--- config.mk ---
export PLATFORM = sky130hd
export DESIGN_NAME = rsq_reset_isp
export DESIGN_NICKNAME = d
export VERILOG_FILES = /design/src/logic/rsq_pkg.sv /design/src/logic/rsq_reset_isp.sv /design/src/logic/rsq_pld_gate.sv
export SDC_FILE = /design/constraint.sdc
export NUM_CORES = 1
export LEC_CHECK = 0
export BUFFER_PORTS_ARGS = -buffer_cell sky130_fd_sc_hd__buf_2
export CORE_ASPECT_RATIO = 2
export CORE_MARGIN = 5
export CORE_UTILIZATION = 56
export CTS_CLUSTER_SIZE = 40
export DETAILED_ROUTE_END_ITERATION = 16
export GPL_TIMING_DRIVEN = 1
export PLACE_DENSITY = 0.95
export SLEW_MARGIN = 5
export SYNTH_ARGS = -nofsm -noshare
export SYNTH_HDL_FRONTEND = slang
export SYNTH_SLANG_ARGS = --single-unit
--- constraint.sdc ---
create_clock -name core_clk -period 3.4 [get_ports core_clk]
set_input_delay 0.34 -clock core_clk [delete_from_list [all_inputs] [get_ports core_clk]]
set_output_delay 0.34 -clock core_clk [all_outputs]
set_load 0.03 [all_outputs]
--- src/logic/rsq_pkg.sv ---
// Shared constants and types for the reset sequencer and serial test pin enable.
// Assumes a single 20 MHz core clock and an 8-bit register port on the I/O base.
package rsq_pkg;

    // Clock and timing figures
    localparam int CLK_PERIOD_NS    = 50;
    localparam int POR_WIDTH_NS     = 1000000;
    localparam int RECOVERY_NS      = 120;
    localparam int FLASH_ABORT_NS   = 25000;
    localparam int POR_CYCLES       = (POR_WIDTH_NS + CLK_PERIOD_NS - 1) / CLK_PERIOD_NS;
    localparam int REC_RAW          = RECOVERY_NS / CLK_PERIOD_NS;
    localparam int REC_CYCLES       = (REC_RAW < 1) ? 1 : REC_RAW;
    localparam int ABORT_CYCLES     = (FLASH_ABORT_NS + CLK_PERIOD_NS - 1) / CLK_PERIOD_NS;

    // Counter widths
    localparam int POR_CNT_W        = 24;
    localparam int ABORT_CNT_W      = 10;
    localparam int REC_CNT_W        = 3;

    // Register offsets from the I/O register base
    localparam logic [7:0] OFS_DEBUG_PIN_EN = 8'hC7;
    localparam logic [7:0] OFS_PMMR_ZERO    = 8'hB0;
    localparam logic [7:0] OFS_PMMR_TWO     = 8'hB4;
    localparam logic [7:0] OFS_MEMMAP       = 8'hE0;

    // Writable bits and reset values
    localparam logic [7:0] DEBUG_PIN_EN_MASK = 8'h01;
    localparam logic [7:0] PMMR_ZERO_MASK    = 8'h3A;
    localparam logic [7:0] PMMR_TWO_MASK     = 8'h7D;
    localparam logic [7:0] MEMMAP_CLEAR_MASK = 8'h81;
    localparam logic [7:0] REG_RESET_VAL     = 8'h00;
    localparam int         DEBUG_PIN_EN_BIT  = 0;

    // Power management register two field positions
    localparam int P2_ADDR_BIT      = 0;
    localparam int P2_CTL0_BIT      = 2;
    localparam int P2_CTL1_BIT      = 3;
    localparam int P2_CTL2_BIT      = 4;
    localparam int P2_ALE_BIT       = 5;
    localparam int P2_DBE_BIT       = 6;

    // Port E pin positions
    localparam int PE_WIDTH         = 8;
    localparam int PE_TMS           = 0;
    localparam int PE_TCK           = 1;
    localparam int PE_TDI           = 2;
    localparam int PE_TDO           = 3;
    localparam int PE_STAT          = 4;
    localparam int PE_ERR           = 5;

    localparam int MC_COUNT         = 8;

    typedef enum {
        FL_READ_ARRAY,
        FL_PROGRAM,
        FL_ERASE,
        FL_ABORT
    } rsq_flash_state_t;

    // Microcontroller inputs to the logic array
    typedef struct packed {
        logic [7:0] addr;
        logic [2:0] ctl;
        logic       ale;
        logic       dbe;
    } rsq_pld_in_t;

    // Stored configuration presented by the nonvolatile cells
    typedef struct packed {
        logic       isp_dedicated;
        logic       blank;
        logic [7:0] memmap_default;
    } rsq_cfg_t;

endpackage : rsq_pkg

--- src/logic/rsq_reset_isp.sv ---
// Reset sequencing, register file and serial test pin control.
// Assumes reset_n is the internal power-on reset and the reset pin is asynchronous.
//
// Notes on behaviour
// - Device stays in reset 120 ns after release; no access before then. Writes are ignored in reset; reads still return register values.
// - Power-up leaves the flash state machine in read array mode.
// - Logic outputs valid in warm reset; after config load at power-on.
// - In power down, macrocell outputs hold; array inputs pass with address blocked.
// - Power-on clears macrocell flops; otherwise only reset/preset terms act.
// - Any reset clears code-space and peripheral bits; rest from config.
// - Reset pin aborts program or erase; read mode after 25 us.
// - Register two bits 0,2-6 disconnect address and controls from array.
// - Test pin enable is OR of config bit, register bit, product term.
// - Enabled pins all inputs; data out drives only after enable command.
// - The enable command may also enable status and error pins.
// - With enable false the four pins are ordinary general I/O.
// - A blank part enables the four test pins by default.
// - Port E bits 0..5 carry mode, clock, in, out, status, error.
// - Config bit set dedicates the test pins whatever else.
// - Run-time enable is bit 0 at offset C7h; other bits read zero.
// - Run-time enable cleared by any reset and by a write of zero.
// - A dedicated product term can enable the test pins.
// - Reset aborts programming when pins enabled by register, not by config.
// - Power management registers cleared only at power-up.
`timescale 1ns/1ps
module rsq_reset_isp #(
    parameter int POR_CYCLES_P = rsq_pkg::POR_CYCLES
) (
    // Clock and power-on reset
    input  wire logic                 core_clk,
    input  wire logic                 reset_n,
    // External reset pin
    input  wire logic                 reset_pin_n,
    // Stored configuration
    input  wire rsq_pkg::rsq_cfg_t    cfg,
    // Register port on the I/O base
    input  wire logic                 io_sel,
    input  wire logic [7:0]           io_addr,
    input  wire logic                 io_wr,
    input  wire logic                 io_rd,
    input  wire logic [7:0]           io_wdata,
    output logic [7:0]                io_rdata,
    // Device status
    output logic                      dev_ready,
    output logic                      plo_valid,
    output logic [7:0]                memory_map_control_reg,
    // Flash state machine requests
    input  wire logic                 flash_prog_start,
    input  wire logic                 flash_erase_start,
    input  wire logic                 flash_op_done,
    output logic                      flash_read_mode,
    output logic                      flash_busy,
    // Logic array inputs and macrocells
    input  wire rsq_pkg::rsq_pld_in_t pld_raw,
    output rsq_pkg::rsq_pld_in_t      pld_gated,
    input  wire logic                 power_down,
    input  wire logic [7:0]           mc_d,
    input  wire logic [7:0]           mc_re,
    input  wire logic [7:0]           mc_pr,
    output logic [7:0]                mc_q,
    // Serial programming engine side
    input  wire logic                 test_pin_select_term,
    input  wire logic                 isp_enable_cmd,
    input  wire logic                 isp_ext_opt,
    input  wire logic                 isp_disable_cmd,
    input  wire logic                 isp_tdo,
    input  wire logic                 isp_error_n,
    output logic                      isp_pins_on,
    output logic                      isp_active,
    output logic                      isp_abort,
    output logic                      isp_tms,
    output logic                      isp_tck,
    output logic                      isp_tdi,
    output logic                      isp_status_pin,
    output logic                      isp_error_pin,
    // Port E general I/O side
    input  wire logic [7:0]           gpio_out,
    input  wire logic [7:0]           gpio_oe,
    output logic [7:0]                gpio_in,
    // Port E pins
    input  wire logic [7:0]           pe_in,
    output logic [7:0]                pe_out,
    output logic [7:0]                pe_oe
);
    import rsq_pkg::*;

    // Reset pin synchroniser
    logic rst_s1_reg;
    logic rst_s2_reg;

    always_ff @(posedge core_clk or negedge reset_n) begin
        if (!reset_n) begin
            rst_s1_reg <= 1'b0;
            rst_s2_reg <= 1'b0;
        end else begin
            rst_s1_reg <= reset_pin_n;
            rst_s2_reg <= rst_s1_reg;
        end
    end

    logic pin_rst;
    assign pin_rst = ~rst_s2_reg;

    // Configuration load after power-on
    logic     cfg_loaded_reg;
    rsq_cfg_t cfg_reg;

    always_ff @(posedge core_clk or negedge reset_n) begin
        if (!reset_n) begin
            cfg_loaded_reg <= 1'b0;
            cfg_reg        <= '0;
        end else if (!cfg_loaded_reg) begin
            cfg_loaded_reg <= 1'b1;
            cfg_reg        <= cfg;
        end
    end

    assign plo_valid = cfg_loaded_reg;

    // Power-on hold: the device finishes loading while the pin is held
    logic [POR_CNT_W-1:0] por_cnt_reg;
    logic                 por_done_reg;

    always_ff @(posedge core_clk or negedge reset_n) begin
        if (!reset_n) begin
            por_cnt_reg  <= '0;
            por_done_reg <= 1'b0;
        end else if (!por_done_reg) begin
            if (por_cnt_reg >= POR_CNT_W'(POR_CYCLES_P - 1)) begin
                por_done_reg <= 1'b1;
            end
            por_cnt_reg <= por_cnt_reg + POR_CNT_W'(1);
        end
    end

    // Internal reset and recovery
    logic                 dev_rst;
    logic [REC_CNT_W-1:0] rec_cnt_reg;

    assign dev_rst = pin_rst | ~por_done_reg | ~cfg_loaded_reg;

    always_ff @(posedge core_clk or negedge reset_n) begin
        if (!reset_n) begin
            rec_cnt_reg <= REC_CNT_W'(REC_CYCLES);
        end else if (dev_rst) begin
            rec_cnt_reg <= REC_CNT_W'(REC_CYCLES);
        end else if (rec_cnt_reg != '0) begin
            rec_cnt_reg <= rec_cnt_reg - REC_CNT_W'(1);
        end
    end

    logic in_reset;
    assign in_reset  = dev_rst | (rec_cnt_reg != '0);
    assign dev_ready = ~in_reset;

    // Register writes
    logic io_hit_wr;
    assign io_hit_wr = io_sel & io_wr & ~in_reset;

    logic [7:0] debug_pin_enable_reg;
    logic [7:0] power_mgmt_mode_reg_zero;
    logic [7:0] power_mgmt_mode_reg_two;
    logic [7:0] memmap_reg;

    always_ff @(posedge core_clk or negedge reset_n) begin
        if (!reset_n) begin
            debug_pin_enable_reg <= REG_RESET_VAL;
        end else if (in_reset) begin
            debug_pin_enable_reg <= REG_RESET_VAL;
        end else if (io_hit_wr && io_addr == OFS_DEBUG_PIN_EN) begin
            debug_pin_enable_reg <= io_wdata & DEBUG_PIN_EN_MASK;
        end
    end

    // Untouched by the reset pin
    always_ff @(posedge core_clk or negedge reset_n) begin
        if (!reset_n) begin
            power_mgmt_mode_reg_zero <= REG_RESET_VAL;
            power_mgmt_mode_reg_two  <= REG_RESET_VAL;
        end else if (io_hit_wr) begin
            if (io_addr == OFS_PMMR_ZERO) begin
                power_mgmt_mode_reg_zero <= io_wdata & PMMR_ZERO_MASK;
            end
            if (io_addr == OFS_PMMR_TWO) begin
                power_mgmt_mode_reg_two <= io_wdata & PMMR_TWO_MASK;
            end
        end
    end

    always_ff @(posedge core_clk or negedge reset_n) begin
        if (!reset_n) begin
            memmap_reg <= REG_RESET_VAL;
        end else if (in_reset) begin
            memmap_reg <= cfg_reg.memmap_default & ~MEMMAP_CLEAR_MASK;
        end else if (io_hit_wr && io_addr == OFS_MEMMAP) begin
            memmap_reg <= io_wdata;
        end
    end

    assign memory_map_control_reg = memmap_reg;

    // Register reads
    logic [7:0] rdata_reg;

    always_ff @(posedge core_clk or negedge reset_n) begin
        if (!reset_n) begin
            rdata_reg <= REG_RESET_VAL;
        end else if (io_sel && io_rd) begin
            case (io_addr)
                OFS_DEBUG_PIN_EN: rdata_reg <= debug_pin_enable_reg;
                OFS_PMMR_ZERO:    rdata_reg <= power_mgmt_mode_reg_zero;
                OFS_PMMR_TWO:     rdata_reg <= power_mgmt_mode_reg_two;
                OFS_MEMMAP:       rdata_reg <= memmap_reg;
                default:          rdata_reg <= REG_RESET_VAL;
            endcase
        end
    end

    assign io_rdata = rdata_reg;

    // Flash state machine
    rsq_flash_state_t       fl_state_reg;
    logic [ABORT_CNT_W-1:0] abort_cnt_reg;

    always_ff @(posedge core_clk or negedge reset_n) begin
        if (!reset_n) begin
            fl_state_reg  <= FL_READ_ARRAY;
            abort_cnt_reg <= '0;
        end else begin
            case (fl_state_reg)
                FL_READ_ARRAY: begin
                    if (!in_reset && flash_prog_start) begin
                        fl_state_reg <= FL_PROGRAM;
                    end else if (!in_reset && flash_erase_start) begin
                        fl_state_reg <= FL_ERASE;
                    end
                end
                FL_PROGRAM, FL_ERASE: begin
                    if (pin_rst) begin
                        fl_state_reg  <= FL_ABORT;
                        abort_cnt_reg <= ABORT_CNT_W'(ABORT_CYCLES - 1);
                    end else if (flash_op_done) begin
                        fl_state_reg <= FL_READ_ARRAY;
                    end
                end
                FL_ABORT: begin
                    if (abort_cnt_reg == '0) begin
                        fl_state_reg <= FL_READ_ARRAY;
                    end else begin
                        abort_cnt_reg <= abort_cnt_reg - ABORT_CNT_W'(1);
                    end
                end
                default: begin
                    fl_state_reg <= FL_READ_ARRAY;
                end
            endcase
        end
    end

    assign flash_read_mode = (fl_state_reg == FL_READ_ARRAY);
    assign flash_busy      = ~flash_read_mode;

    // Logic array input blocking
    rsq_pld_gate u_pld_gate (
        .core_clk                (core_clk),
        .reset_n                 (reset_n),
        .pld_raw                 (pld_raw),
        .power_mgmt_mode_reg_two (power_mgmt_mode_reg_two),
        .power_down              (power_down),
        .pld_gated               (pld_gated)
    );

    // Output macrocells
    logic [MC_COUNT-1:0] mc_reg;
    logic                mc_hold;
    assign mc_hold = in_reset | power_down;

    genvar m;
    generate
        for (m = 0; m < MC_COUNT; m = m + 1) begin : g_mc
            always_ff @(posedge core_clk or negedge reset_n) begin
                if (!reset_n) begin
                    mc_reg[m] <= 1'b0;
                end else if (mc_re[m]) begin
                    mc_reg[m] <= 1'b0;
                end else if (mc_pr[m]) begin
                    mc_reg[m] <= 1'b1;
                end else if (!mc_hold) begin
                    mc_reg[m] <= mc_d[m];
                end
            end
        end
    endgenerate

    assign mc_q = mc_reg;

    // Test pin enable
    logic cfg_dedicates;
    logic pins_on;
    assign cfg_dedicates = cfg_reg.isp_dedicated | cfg_reg.blank;
    assign pins_on = cfg_loaded_reg &
                     (cfg_dedicates |
                      debug_pin_enable_reg[DEBUG_PIN_EN_BIT] |
                      test_pin_select_term);
    assign isp_pins_on = pins_on;

    // Channel state: output driver and extension pins
    logic chan_on_reg;
    logic ext_on_reg;
    logic isp_kill;
    assign isp_kill = ~pins_on | (in_reset & ~cfg_dedicates);

    always_ff @(posedge core_clk or negedge reset_n) begin
        if (!reset_n) begin
            chan_on_reg <= 1'b0;
            ext_on_reg  <= 1'b0;
        end else if (isp_kill || isp_disable_cmd) begin
            chan_on_reg <= 1'b0;
            ext_on_reg  <= 1'b0;
        end else if (isp_enable_cmd) begin
            chan_on_reg <= 1'b1;
            ext_on_reg  <= isp_ext_opt;
        end
    end

    assign isp_active = chan_on_reg;
    assign isp_abort  = pins_on & in_reset & ~cfg_dedicates;

    // Port E input synchroniser
    logic [PE_WIDTH-1:0] pe_s1_reg;
    logic [PE_WIDTH-1:0] pe_s2_reg;

    always_ff @(posedge core_clk or negedge reset_n) begin
        if (!reset_n) begin
            pe_s1_reg <= '0;
            pe_s2_reg <= '0;
        end else begin
            pe_s1_reg <= pe_in;
            pe_s2_reg <= pe_s1_reg;
        end
    end

    assign isp_tms = pins_on & pe_s2_reg[PE_TMS];
    assign isp_tck = pins_on & pe_s2_reg[PE_TCK];
    assign isp_tdi = pins_on & pe_s2_reg[PE_TDI];
    assign gpio_in = pe_s2_reg;

    // Port E output registers
    logic [PE_WIDTH-1:0] pe_out_reg;
    logic [PE_WIDTH-1:0] pe_oe_reg;
    logic [PE_WIDTH-1:0] isp_mask;
    logic [PE_WIDTH-1:0] isp_oe;
    logic [PE_WIDTH-1:0] isp_val;

    always_comb begin
        isp_mask          = '0;
        isp_oe            = '0;
        isp_val           = '0;
        isp_mask[PE_TMS]  = pins_on;
        isp_mask[PE_TCK]  = pins_on;
        isp_mask[PE_TDI]  = pins_on;
        isp_mask[PE_TDO]  = pins_on;
        isp_mask[PE_STAT] = ext_on_reg;
        isp_mask[PE_ERR]  = ext_on_reg;
        isp_oe[PE_TDO]    = chan_on_reg;
        isp_oe[PE_STAT]   = ext_on_reg;
        isp_oe[PE_ERR]    = ext_on_reg;
        isp_val[PE_TDO]   = isp_tdo;
        isp_val[PE_STAT]  = flash_read_mode;
        isp_val[PE_ERR]   = isp_error_n;
    end

    // General I/O held as inputs through reset
    always_ff @(posedge core_clk or negedge reset_n) begin
        if (!reset_n) begin
            pe_out_reg <= '0;
            pe_oe_reg  <= '0;
        end else begin
            pe_out_reg <= (isp_mask & isp_val) | (~isp_mask & gpio_out);
            pe_oe_reg  <= (isp_mask & isp_oe) |
                          (~isp_mask & gpio_oe & {PE_WIDTH{~in_reset}});
        end
    end

    assign pe_out         = pe_out_reg;
    assign pe_oe          = pe_oe_reg;
    assign isp_status_pin = pe_out_reg[PE_STAT];
    assign isp_error_pin  = pe_out_reg[PE_ERR];

endmodule : rsq_reset_isp

--- src/logic/rsq_pld_gate.sv ---
// Synchronises microcontroller inputs and blocks them from the logic array.
// Assumes raw inputs arrive from pins, and the mask register on the core clock.
`timescale 1ns/1ps
module rsq_pld_gate (
    // Clock and reset
    input  wire logic                core_clk,
    input  wire logic                reset_n,
    // Raw pin inputs
    input  wire rsq_pkg::rsq_pld_in_t pld_raw,
    // Blocking controls
    input  wire logic [7:0]          power_mgmt_mode_reg_two,
    input  wire logic                power_down,
    // Gated inputs to the array
    output rsq_pkg::rsq_pld_in_t      pld_gated
);
    import rsq_pkg::*;

    localparam int W = $bits(rsq_pld_in_t);

    logic [W-1:0] block;
    logic [W-1:0] sync1_reg;
    logic [W-1:0] sync2_reg;
    logic [W-1:0] gated_reg;

    // Address also blocked during power down
    assign block = {{8{power_mgmt_mode_reg_two[P2_ADDR_BIT] | power_down}},
                    power_mgmt_mode_reg_two[P2_CTL2_BIT],
                    power_mgmt_mode_reg_two[P2_CTL1_BIT],
                    power_mgmt_mode_reg_two[P2_CTL0_BIT],
                    power_mgmt_mode_reg_two[P2_ALE_BIT],
                    power_mgmt_mode_reg_two[P2_DBE_BIT]};

    genvar i;
    generate
        for (i = 0; i < W; i = i + 1) begin : g_bit
            always_ff @(posedge core_clk or negedge reset_n) begin
                if (!reset_n) begin
                    sync1_reg[i] <= 1'b0;
                    sync2_reg[i] <= 1'b0;
                    gated_reg[i] <= 1'b0;
                end else begin
                    sync1_reg[i] <= pld_raw[i];
                    sync2_reg[i] <= sync1_reg[i];
                    gated_reg[i] <= sync2_reg[i] & ~block[i];
                end
            end
        end
    endgenerate

    assign pld_gated = gated_reg;

endmodule : rsq_pld_gate

* Yosys cells after proc, flatten, opt, wreduce, memory -nomap -nowiden
Index checks and enable logic that the tools add are counted.
** Storage, ports and cells
- Register bits :: 197
- Input port bits :: 103
- Logic and storage cells :: 212
** Operators by class
- $add $sub $neg :: 3
- Order comparisons :: 1
- Equal/unequal tests :: 20
- Muxes and demuxes :: 46
- Bitwise operators :: 52
- Reductions and logical operators :: 21
** Operators with widths (number)
- 2-to-1 mux 32 bit :: 5
- case mux 32 bit (3 select lines) :: 1
- == test 32 x 2 -> 1 bit (second input constant) :: 2
- zero test 32 bit :: 2
- == test 32 x 1 -> 1 bit (second input constant) :: 1
- == test 8 bit (second input constant) :: 4
- 2-to-1 mux 8 bit :: 4
- case mux 8 bit (4 select lines) :: 1
- 2-to-1 mux 1 bit :: 30
- inequality test 3 bit (second input constant) :: 10
- adder 24 x 1 -> 24 bit (second input constant) :: 1
- bitwise AND 8 bit :: 3
- >= comparator 24 x 15 -> 1 bit (second input constant) :: 1
- bitwise AND 1 bit :: 22
- 2-to-1 mux 10 bit :: 2
- case mux 10 bit (2 select lines) :: 1
- bitwise OR 6 x 8 -> 8 bit :: 2
- inverter 1 bit :: 13
- bitwise AND 6 bit :: 2
- zero test 10 bit :: 1
- nonzero test 2 bit :: 5
- subtractor 10 x 1 -> 10 bit (second input constant) :: 1
- bitwise OR 1 bit :: 9
- inverter 6 -> 8 bit :: 1
- 10 further kinds :: 19

* Logic depth before layout (Yosys ltp)
Gate-level depths: netlist of the first run.
- Depth after elaboration :: 9
- Depth in mapped cells :: 10

* By module
A second synthesis of the first run with hierarchy kept.
** Second synthesis, totals
- Cell total of the unflattened synthesis :: 500
- Area, all modules :: 6438.7 µm²
** Modules (own cells, without submodules)
- rsq_reset_isp :: instances 1, cells each 446, area each 5308.8 µm², seq. area each 3004.1 µm²
- rsq_pld_gate :: instances 1, cells each 54, area each 1129.8 µm², seq. area each 975.9 µm²

* Least setup slack after synthesis of the first run
OpenSTA, ideal clock, no wires.
- Path type :: reg-to-output
- Start :: reg rec_cnt_reg[1]
- End :: out isp_abort
- Arrival :: 2.522 ns
- Required time :: 3.060 ns
- Slack :: 0.538 ns
- Cell stages (with the launch flop) :: 10
- Buffers on the path :: 3
- Path through :: dfstp_2 -> inv_1 -> ha_1 -> nand2b_1 -> or2_1 -> buf_2 -> inv_2 -> buf_6 -> buf_2 -> nor4_1
** On the way
- Cells in the longest elaborated chain, start to end :: 4
** Ends and longest elaborated chain
- from (decl) :: RTL line rsq_reset_isp.sv:138 : logic [REC_CNT_W-1:0] rec_cnt_reg;
- from (signal assigned) :: RTL line rsq_reset_isp.sv:144 : rec_cnt_reg <= REC_CNT_W'(REC_CYCLES);
- from (signal assigned) :: RTL line rsq_reset_isp.sv:146 : rec_cnt_reg <= REC_CNT_W'(REC_CYCLES);
- from (signal assigned) :: RTL line rsq_reset_isp.sv:148 : rec_cnt_reg <= rec_cnt_reg - REC_CNT_W'(1);
- nonzero test 3 bit :: RTL line rsq_reset_isp.sv:153 : assign in_reset = dev_rst | (rec_cnt_reg != '0);
- bitwise OR 1 bit :: RTL line rsq_reset_isp.sv:153
- bitwise AND 1 bit (2 in a row) :: RTL line rsq_reset_isp.sv:327 : assign isp_abort = pins_on & in_reset & ~cfg_dedicates;
- to (decl) :: RTL line rsq_reset_isp.sv:70 : output logic isp_abort,
No other way between the ends.

* Worst setup path after layout of the first run
Ends and elaborated chain as after synthesis.

==> metrics.yaml, run 1 <==
syn-num-nets: 597
routed_via_density: 5.81
fillers: 721
p_leak_nw: 3.90
clockRootBuffer: "clkbuf_16"
wl_per_cell_um: 20.7
holdCritPathClass: "in -> reg"
cts_buffers: 17
stdcell_count: 826
dp_hpwl_um: 11700
min_period_ps: 2890
clock-sinks: 159
relSlewSlack_pct: 29.9
synth-main-ff-cell: "dfrtp_1"
finalPower_mw: 4.21
clock.fmax_mhz: 346
tightest_slew_ps: 1050
synthArstFlopShare_pct: 100
yosys.area.top_type: "dfrtp_1"
rsz0062_at_grt: "false"
cpPeakStageDelay_ps: 530
tns_ps: 0
track_usage_pct: 26.0
period_share_pct: 85.1
overflow: 0
powerDensity_nw_per_um2: 534
largest_reg_flops: 24
crit_fanout: 20
worst-path-buf-inv: 3
yosys-top-cells-area: "dfrtp_1, mux2_2, mux2i_1"
drcViolationCount: 0
drive_gt1_share_pct: 37.2
crit_chain: "inv_1, ha_1, nand2b_1, or2_1, inv_2, nor4_1, buf_2"
synth_cell_types: 57
worst_skew_pair.late_latency_ps: 420
routed_wl_um: 17100
drt_iter0_drc: 403
yosysWarnings: 0
critical_path_class: "reg -> out"
cts-hold-fix-buffers: 0
run_status: "complete, no violations"
row_count: 54
antenna_found_initial: 1
drv_slew: 0
place_inst: 793
required_ps: 3060
post_cts_buffers: 0
worstSetupEndpointType: "output port"
num-nets-final: 781
cap_violations: 0
vias: 4796
dieArea_um2: 13600
synthesis.area_um2: 6280
synth-edff-count: 0
setup-violations-final: 0
dr.pass1.iters: 5
cp_top_family: "simple AND/OR/NAND/NOR gates"
synth_top_area_share_pct: 63.0
post_cts_resized: 0
ctsHtreeMaxLevel: 4
critPathArrivalTime_ps: 2550
synth-seq-area-share_pct: 63.4
cts_tree: "yes"
die_x_um: 84.9
peakVddDrop_uv: 374
crit_slowest_cell: "dfstp_2"
synthTopCellsByCount: "dfrtp_1, mux2_2, nand2_1, nor2_1, inv_1"
synth_most_common_cell: "dfrtp_1"
start_kind: "flip-flop"
initial_utilization_pct: 57.4
hold_viol: 0
pin_count: 176
postRouteAntennaNets: 0
port_buffers: 173
die_y_um: 160
clk_pin_slew_ps: 60
synth_seq_cells: 159
fp.coreArea_um2: 10900
finalWeightedCongestion: 0.857
grt_max_degree: 120
grt_pass1_vias: 5349
avgSynthCellArea_um2: 12.9
clock_path_buffers: 2
areaGrowthSynthToFinish_pct: 25.4
fin_skew_ps: 10.4
postSynthCellCount: 488
grt_pass1_wl_um: 27500
## cell families (layout without fill, tap and decap cells)
| kind of cell | after synthesis | after routing | synth area share, % |
|---|---|---|---|
| muxes | 52 | 52 | 9.01 |
| AOI/OAI and AO/OA | 56 | 56 | 6.08 |
| adders and majority gates | 6 | 6 | 1.20 |
| xor gates and xnor gates | 24 | 24 | 3.35 |
| and+or+nand+nor | 157 | 157 | 14.5 |
| buffers and inverters | 33 | 230 | 2.43 |
| other | 1 | 2 | 0.0597 |
| DFF | 159 | 159 | 63.4 |
## path summary, 6_finish.rpt
| kind | from | end | slack, ps | depth (start not counted) |
|---|---|---|---|---|
| worst max-delay path | rec_cnt_reg[1]$_DFFE_PN1N_ | isp_abort | 510 | 7 |
| worst min-delay path | pe_in[5] | pe_s1_reg[5]$_DFF_PN0_ | 20 | 1 |
| worst max register to register | rec_cnt_reg[1]$_DFFE_PN1N_ | fl_state_reg[1]$_DFFE_PN0P_ | 970 | 7 |
| worst min register to register | pe_s1_reg[0]$_DFF_PN0_ | gpio_in[0]$_DFF_PN0_ | 350 | 0 |
| max in group asynchronous | reset_n | u_pld_gate.sync2_reg[8]$_DFF_PN0_ | 2420 | 2 |
| min in group asynchronous | reset_n | u_pld_gate.pld_gated[1]$_DFF_PN0_ | 70 | 1 |
## metrics by stage
step           hold WS [ps]  setup WS, ps  util, %  instance area, µm²
4_1_cts                15.5           509     71.9                7870
3_5_place_dp            337           972     66.5                7280
3_3_place_gp            332          1140     66.5                7280
2_1_floorplan          44.4           538        -                6280
6_report               24.6           508     71.9                7880
5_1_grt                5.69           344     71.9                7880
## final cells by class
class                      count  area, µm²  share of cell area [%]
antenna                        1       2.50                  0.0318
clock buffer                  20        457                    5.80
timing repair buffer         177        902                    11.5
tap                          140        175                    2.22
inverter                      21       78.8                    1.00
sequential                   159       3980                    50.5
multi-input combinational    296       2150                    27.2
clock inverter                12        134                    1.70
## layout by cell type (no fill, tap or decap), types with 3 or more instances in the layout
cell,count
buf_2,172
dfrtp_1,158
mux2_2,36
nand2_1,32
nor2_1,23
inv_1,20
and2_1,18
xnor2_1,18
clkbuf_16,17
a21oi_1,16
mux2i_1,16
nand3_1,14
and3_1,10
nor4_1,9
nor2b_1,8
nand4_1,8
o21ai_0,7
a22oi_1,6
xor2_1,6
ha_1,6
nand2b_1,5
o31ai_1,5
nor3b_1,5
clkinvlp_4,5
o41ai_1,4
nor3_1,4
buf_4,4
or3_1,3
o211ai_1,3
and4_1,3
## metal layers
metal / wire, µm / up-vias / track usage (%)
li1: - / 2075 / -
met1: 5540 / 2411 / 26.6
met2: 9700 / 226 / 47.4
met3: 916 / 84 / 5.67
met4: 918 / 0 / 14.8
met5: 0 / - / 0
## power breakdown
group	internal, mW	switching [mW]	leakage (nW)
sequential	1.96	0.0331	2.02
clock	1.12	0.767	0.275
combinational	0.114	0.209	1.61
total	3.20	1.01	3.90
No activity file was read; power rests on OpenSTA's default activity.
==> run 2: changes to the inputs <==
--- a/config.mk
+++ b/config.mk
@@ -13,7 +13,9 @@
 export DETAILED_ROUTE_END_ITERATION = 16
 export GPL_TIMING_DRIVEN = 1
 export PLACE_DENSITY = 0.95
+export SKIP_LAST_GASP = 1
 export SLEW_MARGIN = 5
 export SYNTH_ARGS = -nofsm -noshare
 export SYNTH_HDL_FRONTEND = slang
+export SYNTH_HIERARCHICAL = 1
 export SYNTH_SLANG_ARGS = --single-unit
==> metrics.yaml, run 2 <==
run_status: "complete, no violations"
layout_commonest_cell: "buf_2"
largest_reg_flops: 24
drive_gt1_share_pct: 38.6
tightest_slew_ps: 897
period_share_pct: 83.2
grt_max_degree: 86
ctsHtreeMaxLevel: 4
hold_viol: 0
postRouteAntennaNets: 0
worst_slack_ps: 571
die_x_um: 85.8
fillers: 735
relSlewSlack_pct: 39.7
areaGrowthSynthToFinish_pct: 24.1
pin_count: 176
grtUsageMet2_pct: 45.4
busiest_layer: "met2"
critPathArrivalTime_ps: 2490
rsz0062_at_grt: "false"
fin_skew_ps: 11.5
postSynthCellCount: 499
avgSynthCellArea_um2: 12.9
hold_ws_ps: 20.2
yosysWarnings: 6
place_ws_ps: 953
routed_via_density: 5.77
utilization_pct: 70.7
initial_utilization_pct: 57.0
clock-sinks: 159
worstSetupEndpointType: "output port"
r2r-start: "rec_cnt_reg[0]$_DFFE_PN0N_"
critical_path_class: "reg -> out"
synthesis.area_um2: 6430
num-nets-final: 792
fp.coreArea_um2: 11300
grt_pass1_vias: 5329
drt_iter0_drc: 412
drcViolationCount: 0
p_leak_nw: 3.95
grt_pass1_wl_um: 26600
syn-num-nets: 608
port_buffers: 173
powerDensity_nw_per_um2: 565
dr.pass1.iters: 5
vias: 4842
cap_violations: 0
dieArea_um2: 13900
cts_tree: "yes"
cts_buffers: 17
start_kind: "flip-flop"
clk_pin_slew_ps: 60
met3_usage_pct: 4.75
finalPower_mw: 4.51
routed_wl_um: 16600
peakVddDrop_uv: 388
drv_slew: 0
row_count: 55
grtUsageMet1_pct: 25.1
die_y_um: 162
tns_ps: 0
overflow: 0
dp_hpwl_um: 11500
crit_start: "rec_cnt_reg[0]$_DFFE_PN0N_"
setup-violations-final: 0
min_period_ps: 2830
required_ps: 3060
final_cell_mix: "buf_2, dfrtp_1, mux2_2"
wl_per_cell_um: 19.8
clock_path_buffers: 2
antenna_found_initial: 0
track_usage_pct: 24.9
crit_fanout: 17
clock.fmax_mhz: 353
post_cts_resized: 0
holdCritPathClass: "in -> reg"
worstHoldStart: "gpio_out[6]"
finalWeightedCongestion: 0.942
clockRootBuffer: "clkbuf_16"
worst_skew_pair.late_latency_ps: 420
-- run 2: report_power, final --
part           leakage [nW]  internal (mW)  switching [mW]
clock network         0.263          0.951           0.784
logic                  1.70          0.253           0.464
registers              1.98           1.99          0.0701
total                  3.95           3.19            1.32
-- run 2: per-stage QoR --
stage | std cells | area (µm²)
global route | 838 | 7980
floorplan | 499 | 6430
detailed placement | 805 | 7430
global placement | 805 | 7430
CTS | 838 | 7980
finish | 839 | 7980
-- run 2: metal layers --
metal	wire, µm	up-vias
met5	0	-
met4	877	0
met3	1030	77
met2	9280	244
met1	5400	2379
li1	-	2142
-- run 2: final timing paths --
check | endpoint | slack [ps] | depth (start not counted)
worst max-delay path | isp_abort | 570 | 7
worst min-delay path | pe_out[6]$_DFF_PN0_ | 20 | 1
worst max register to register | power_mgmt_mode_reg_two[3]$_DFFE_PN0P_ | 830 | 7
worst min register to register | u_pld_gate/sync2_reg[6]$_DFF_PN0_ | 350 | 0
max in group asynchronous | por_cnt_reg[0]$_DFFE_PN0N_ | 1910 | 3
min in group asynchronous | pe_s1_reg[6]$_DFF_PN0_ | 510 | 2
-- run 2: final cells by class --
cell class	instances	area, µm²	area share (%)
timing repair buffer	178	912	11.4
multi-input combinational	304	2290	28.6
sequential	159	3980	49.9
tap	142	178	2.23
antenna	1	2.50	0.0313
inverter	23	86.3	1.08
clock buffer	19	433	5.42
clock inverter	13	105	1.32
-- run 2: repair_timing --
item                      in CTS  in global routing
buffers inserted               0                  0
hold buffers                   1                  0
hold endpoints to repair      28                  0
-- run 2: critical path, stage by stage (launching register included) --
cell and delay (ps):
dfrtp_1 360, inv_1 110, ha_1 210, nor2b_1 460
nand2_2 240, inv_2 370, nor4_1 110, buf_2 200
==> run 3: changes to the inputs <==
--- a/config.mk
+++ b/config.mk
@@ -8,11 +8,11 @@
 export BUFFER_PORTS_ARGS = -buffer_cell sky130_fd_sc_hd__buf_2
 export CORE_ASPECT_RATIO = 2
 export CORE_MARGIN = 5
-export CORE_UTILIZATION = 56
+export CORE_UTILIZATION = 52
 export CTS_CLUSTER_SIZE = 40
 export DETAILED_ROUTE_END_ITERATION = 16
 export GPL_TIMING_DRIVEN = 1
-export PLACE_DENSITY = 0.95
+export PLACE_DENSITY = 0.89
 export SKIP_LAST_GASP = 1
 export SLEW_MARGIN = 5
 export SYNTH_ARGS = -nofsm -noshare
==> constraint.sdc (replaced) <==
create_clock -name core_clk -period 2.65 [get_ports core_clk]
set_input_delay 0.265 -clock core_clk [delete_from_list [all_inputs] [get_ports core_clk]]
set_output_delay 0.265 -clock core_clk [all_outputs]
set_load 0.03 [all_outputs]
==> metrics.yaml, run 3 (synthesis gave the netlist of run 2 again) <==
start_kind: "flip-flop"
drcViolationCount: 0
worst_skew_pair.late_latency_ps: 410
r2r_cells: 7
overflow: 0
cp.depth: 7
cts_tree: "yes"
rr_endpoint: "power_mgmt_mode_reg_two[3]$_DFFE_PN0P_"
worstSetupEndpointType: "output port"
cap_violations: 0
place_ws_ps: 395
clockRootBuffer: "clkbuf_16"
tightest_slew_ps: 867
r2r_slack_ps: 490
fillers: 826
initial_utilization_pct: 53.1
cpPeakStageDelay_ps: 530
rsz0062_at_grt: "false"
pin_count: 176
r2r-start: "rec_cnt_reg[0]$_DFFE_PN0N_"
dr.pass1.iters: 4
crit_slowest_cell: "dfstp_2"
clk_pin_slew_ps: 70
critPathArrivalTime_ps: 2260
relSlewSlack_pct: 41.7
holdPathEnd: "pe_out[3]$_DFF_PN0_"
drive_gt1_share_pct: 37.4
final_cell_mix: "buf_2, dfrtp_1, mux2_2"
min_period_ps: 2530
port_buffers: 173
holdCritPathClass: "in -> reg"
areaGrowthSynthToFinish_pct: 30.7
finalPower_mw: 6.04
die_x_um: 88.7
worst_slack_ps: 123
routed_via_density: 5.62
antenna_found_initial: 1
hold_viol: 0
layout_commonest_cell: "buf_2"
crit_fanout: 17
powerDensity_nw_per_um2: 718
run_status: "complete, no violations"
worst-path-buf-inv: 3
fin_skew_ps: 6.78
critical_path_class: "reg -> out"
required_ps: 2380
finalWeightedCongestion: 0.884
num-nets-final: 826
crit_chain: "inv_1, ha_1, nor2b_1, nand2_2, inv_4, nor4_2, buf_4"
drv_slew: 0
dp_hpwl_um: 11800
hold_ws_ps: 46.4
setup-violations-final: 0
row_count: 57
fp.coreArea_um2: 12100
drt_iter0_drc: 341
die_y_um: 167
grt_max_degree: 70
postRouteAntennaNets: 0
grt_pass1_wl_um: 26400
p_leak_nw: 4.13
ctsHtreeMaxLevel: 4
period_share_pct: 95.4
worstHoldStart: "isp_tdo"
track_usage_pct: 23.0
routed_wl_um: 16600
clock_path_buffers: 2
post_cts_buffers: 0
hold_depth: 3
tns_ps: 0
wl_per_cell_um: 18.9
dieArea_um2: 14800
cts_buffers: 17
vias: 4934
clock.fmax_mhz: 396
grt_pass1_vias: 5422
largest_reg_flops: 24
peakVddDrop_uv: 471
cp_top_family: "simple AND/OR/NAND/NOR gates"
clock-sinks: 159
## run 3: cell count changes in the layout (fill, tap and decap cells not counted), sizes merged
| cell | change |
|---|---|
| bufinv | +2 |
| buf | +2 |
| clkbuf | -1 |
| clkinvlp | -1 |
| clkinv | -1 |
| inv | +1 |
| dlygate4sd3 | +32 |
## run 3: area by class of cell
| type | instances | area, µm² | share of cell area [%] |
|---|---|---|---|
| diodes | 1 | 2.50 | 0.0298 |
| inverters | 23 | 88.8 | 1.06 |
| well taps | 147 | 184 | 2.19 |
| clock inverters | 14 | 171 | 2.04 |
| clock buffers | 18 | 429 | 5.10 |
| repair buffers | 212 | 1260 | 15.0 |
| flip-flops and latches | 159 | 3980 | 47.3 |
| multi-input cells | 304 | 2290 | 27.3 |
## run 3: per-stage QoR
stage	instances	instance area [µm²]	util, %
finish	878	8410	69.4
detailed placement	812	7470	61.6
CTS	877	8410	69.3
global placement	812	7470	61.6
floorplan	499	6430	-
global route	878	8410	69.4
## run 3: worst max path at each step
| stage | from | to | slack, ps |
|---|---|---|---|
| after floorplan | rec_cnt_reg[1]$_DFFE_PN1N_ | isp_abort | 10 |
| after global placement | rec_cnt_reg[0]$_DFFE_PN0N_ | power_mgmt_mode_reg_two[5]$_DFFE_PN0P_ | 540 |
| after detailed placement | rec_cnt_reg[0]$_DFFE_PN0N_ | power_mgmt_mode_reg_two[3]$_DFFE_PN0P_ | 400 |
| after CTS | rec_cnt_reg[1]$_DFFE_PN1N_ | isp_abort | 60 |
| after global routing | rec_cnt_reg[1]$_DFFE_PN1N_ | isp_abort | 20 |
| final | rec_cnt_reg[1]$_DFFE_PN1N_ | isp_abort | 120 |
## run 3: routing by layer
metal	vias to the layer above	track usage, %	wire, µm
li1	2211	-	-
met1	2460	23.3	5420
met2	206	42.7	9500
met3	57	4.13	900
met4	0	11.7	732
met5	-	0	0
## run 3: worst reg2reg max path: stages, from the launching register on
cell,delay (ps)
dfrtp_1,370
inv_1,120
ha_1,220
nor2b_1,220
nand2_2,200
inv_4,260
nand4_2,300
mux2_2,360
## run 3: power by group
part           switching [mW]  internal (mW)
sequential             0.0868           2.55
combinational           0.584          0.358
clock                    1.03           1.43
total                    1.70           4.34
## run 3: timing repair
action | in CTS | in global routing
hold buffers | 33 | 0
resized for setup | 2 | 2
endpoints found under the setup margin | 1 | 1
cloned | 0 | 0
hold endpoints to repair | 98 | 0
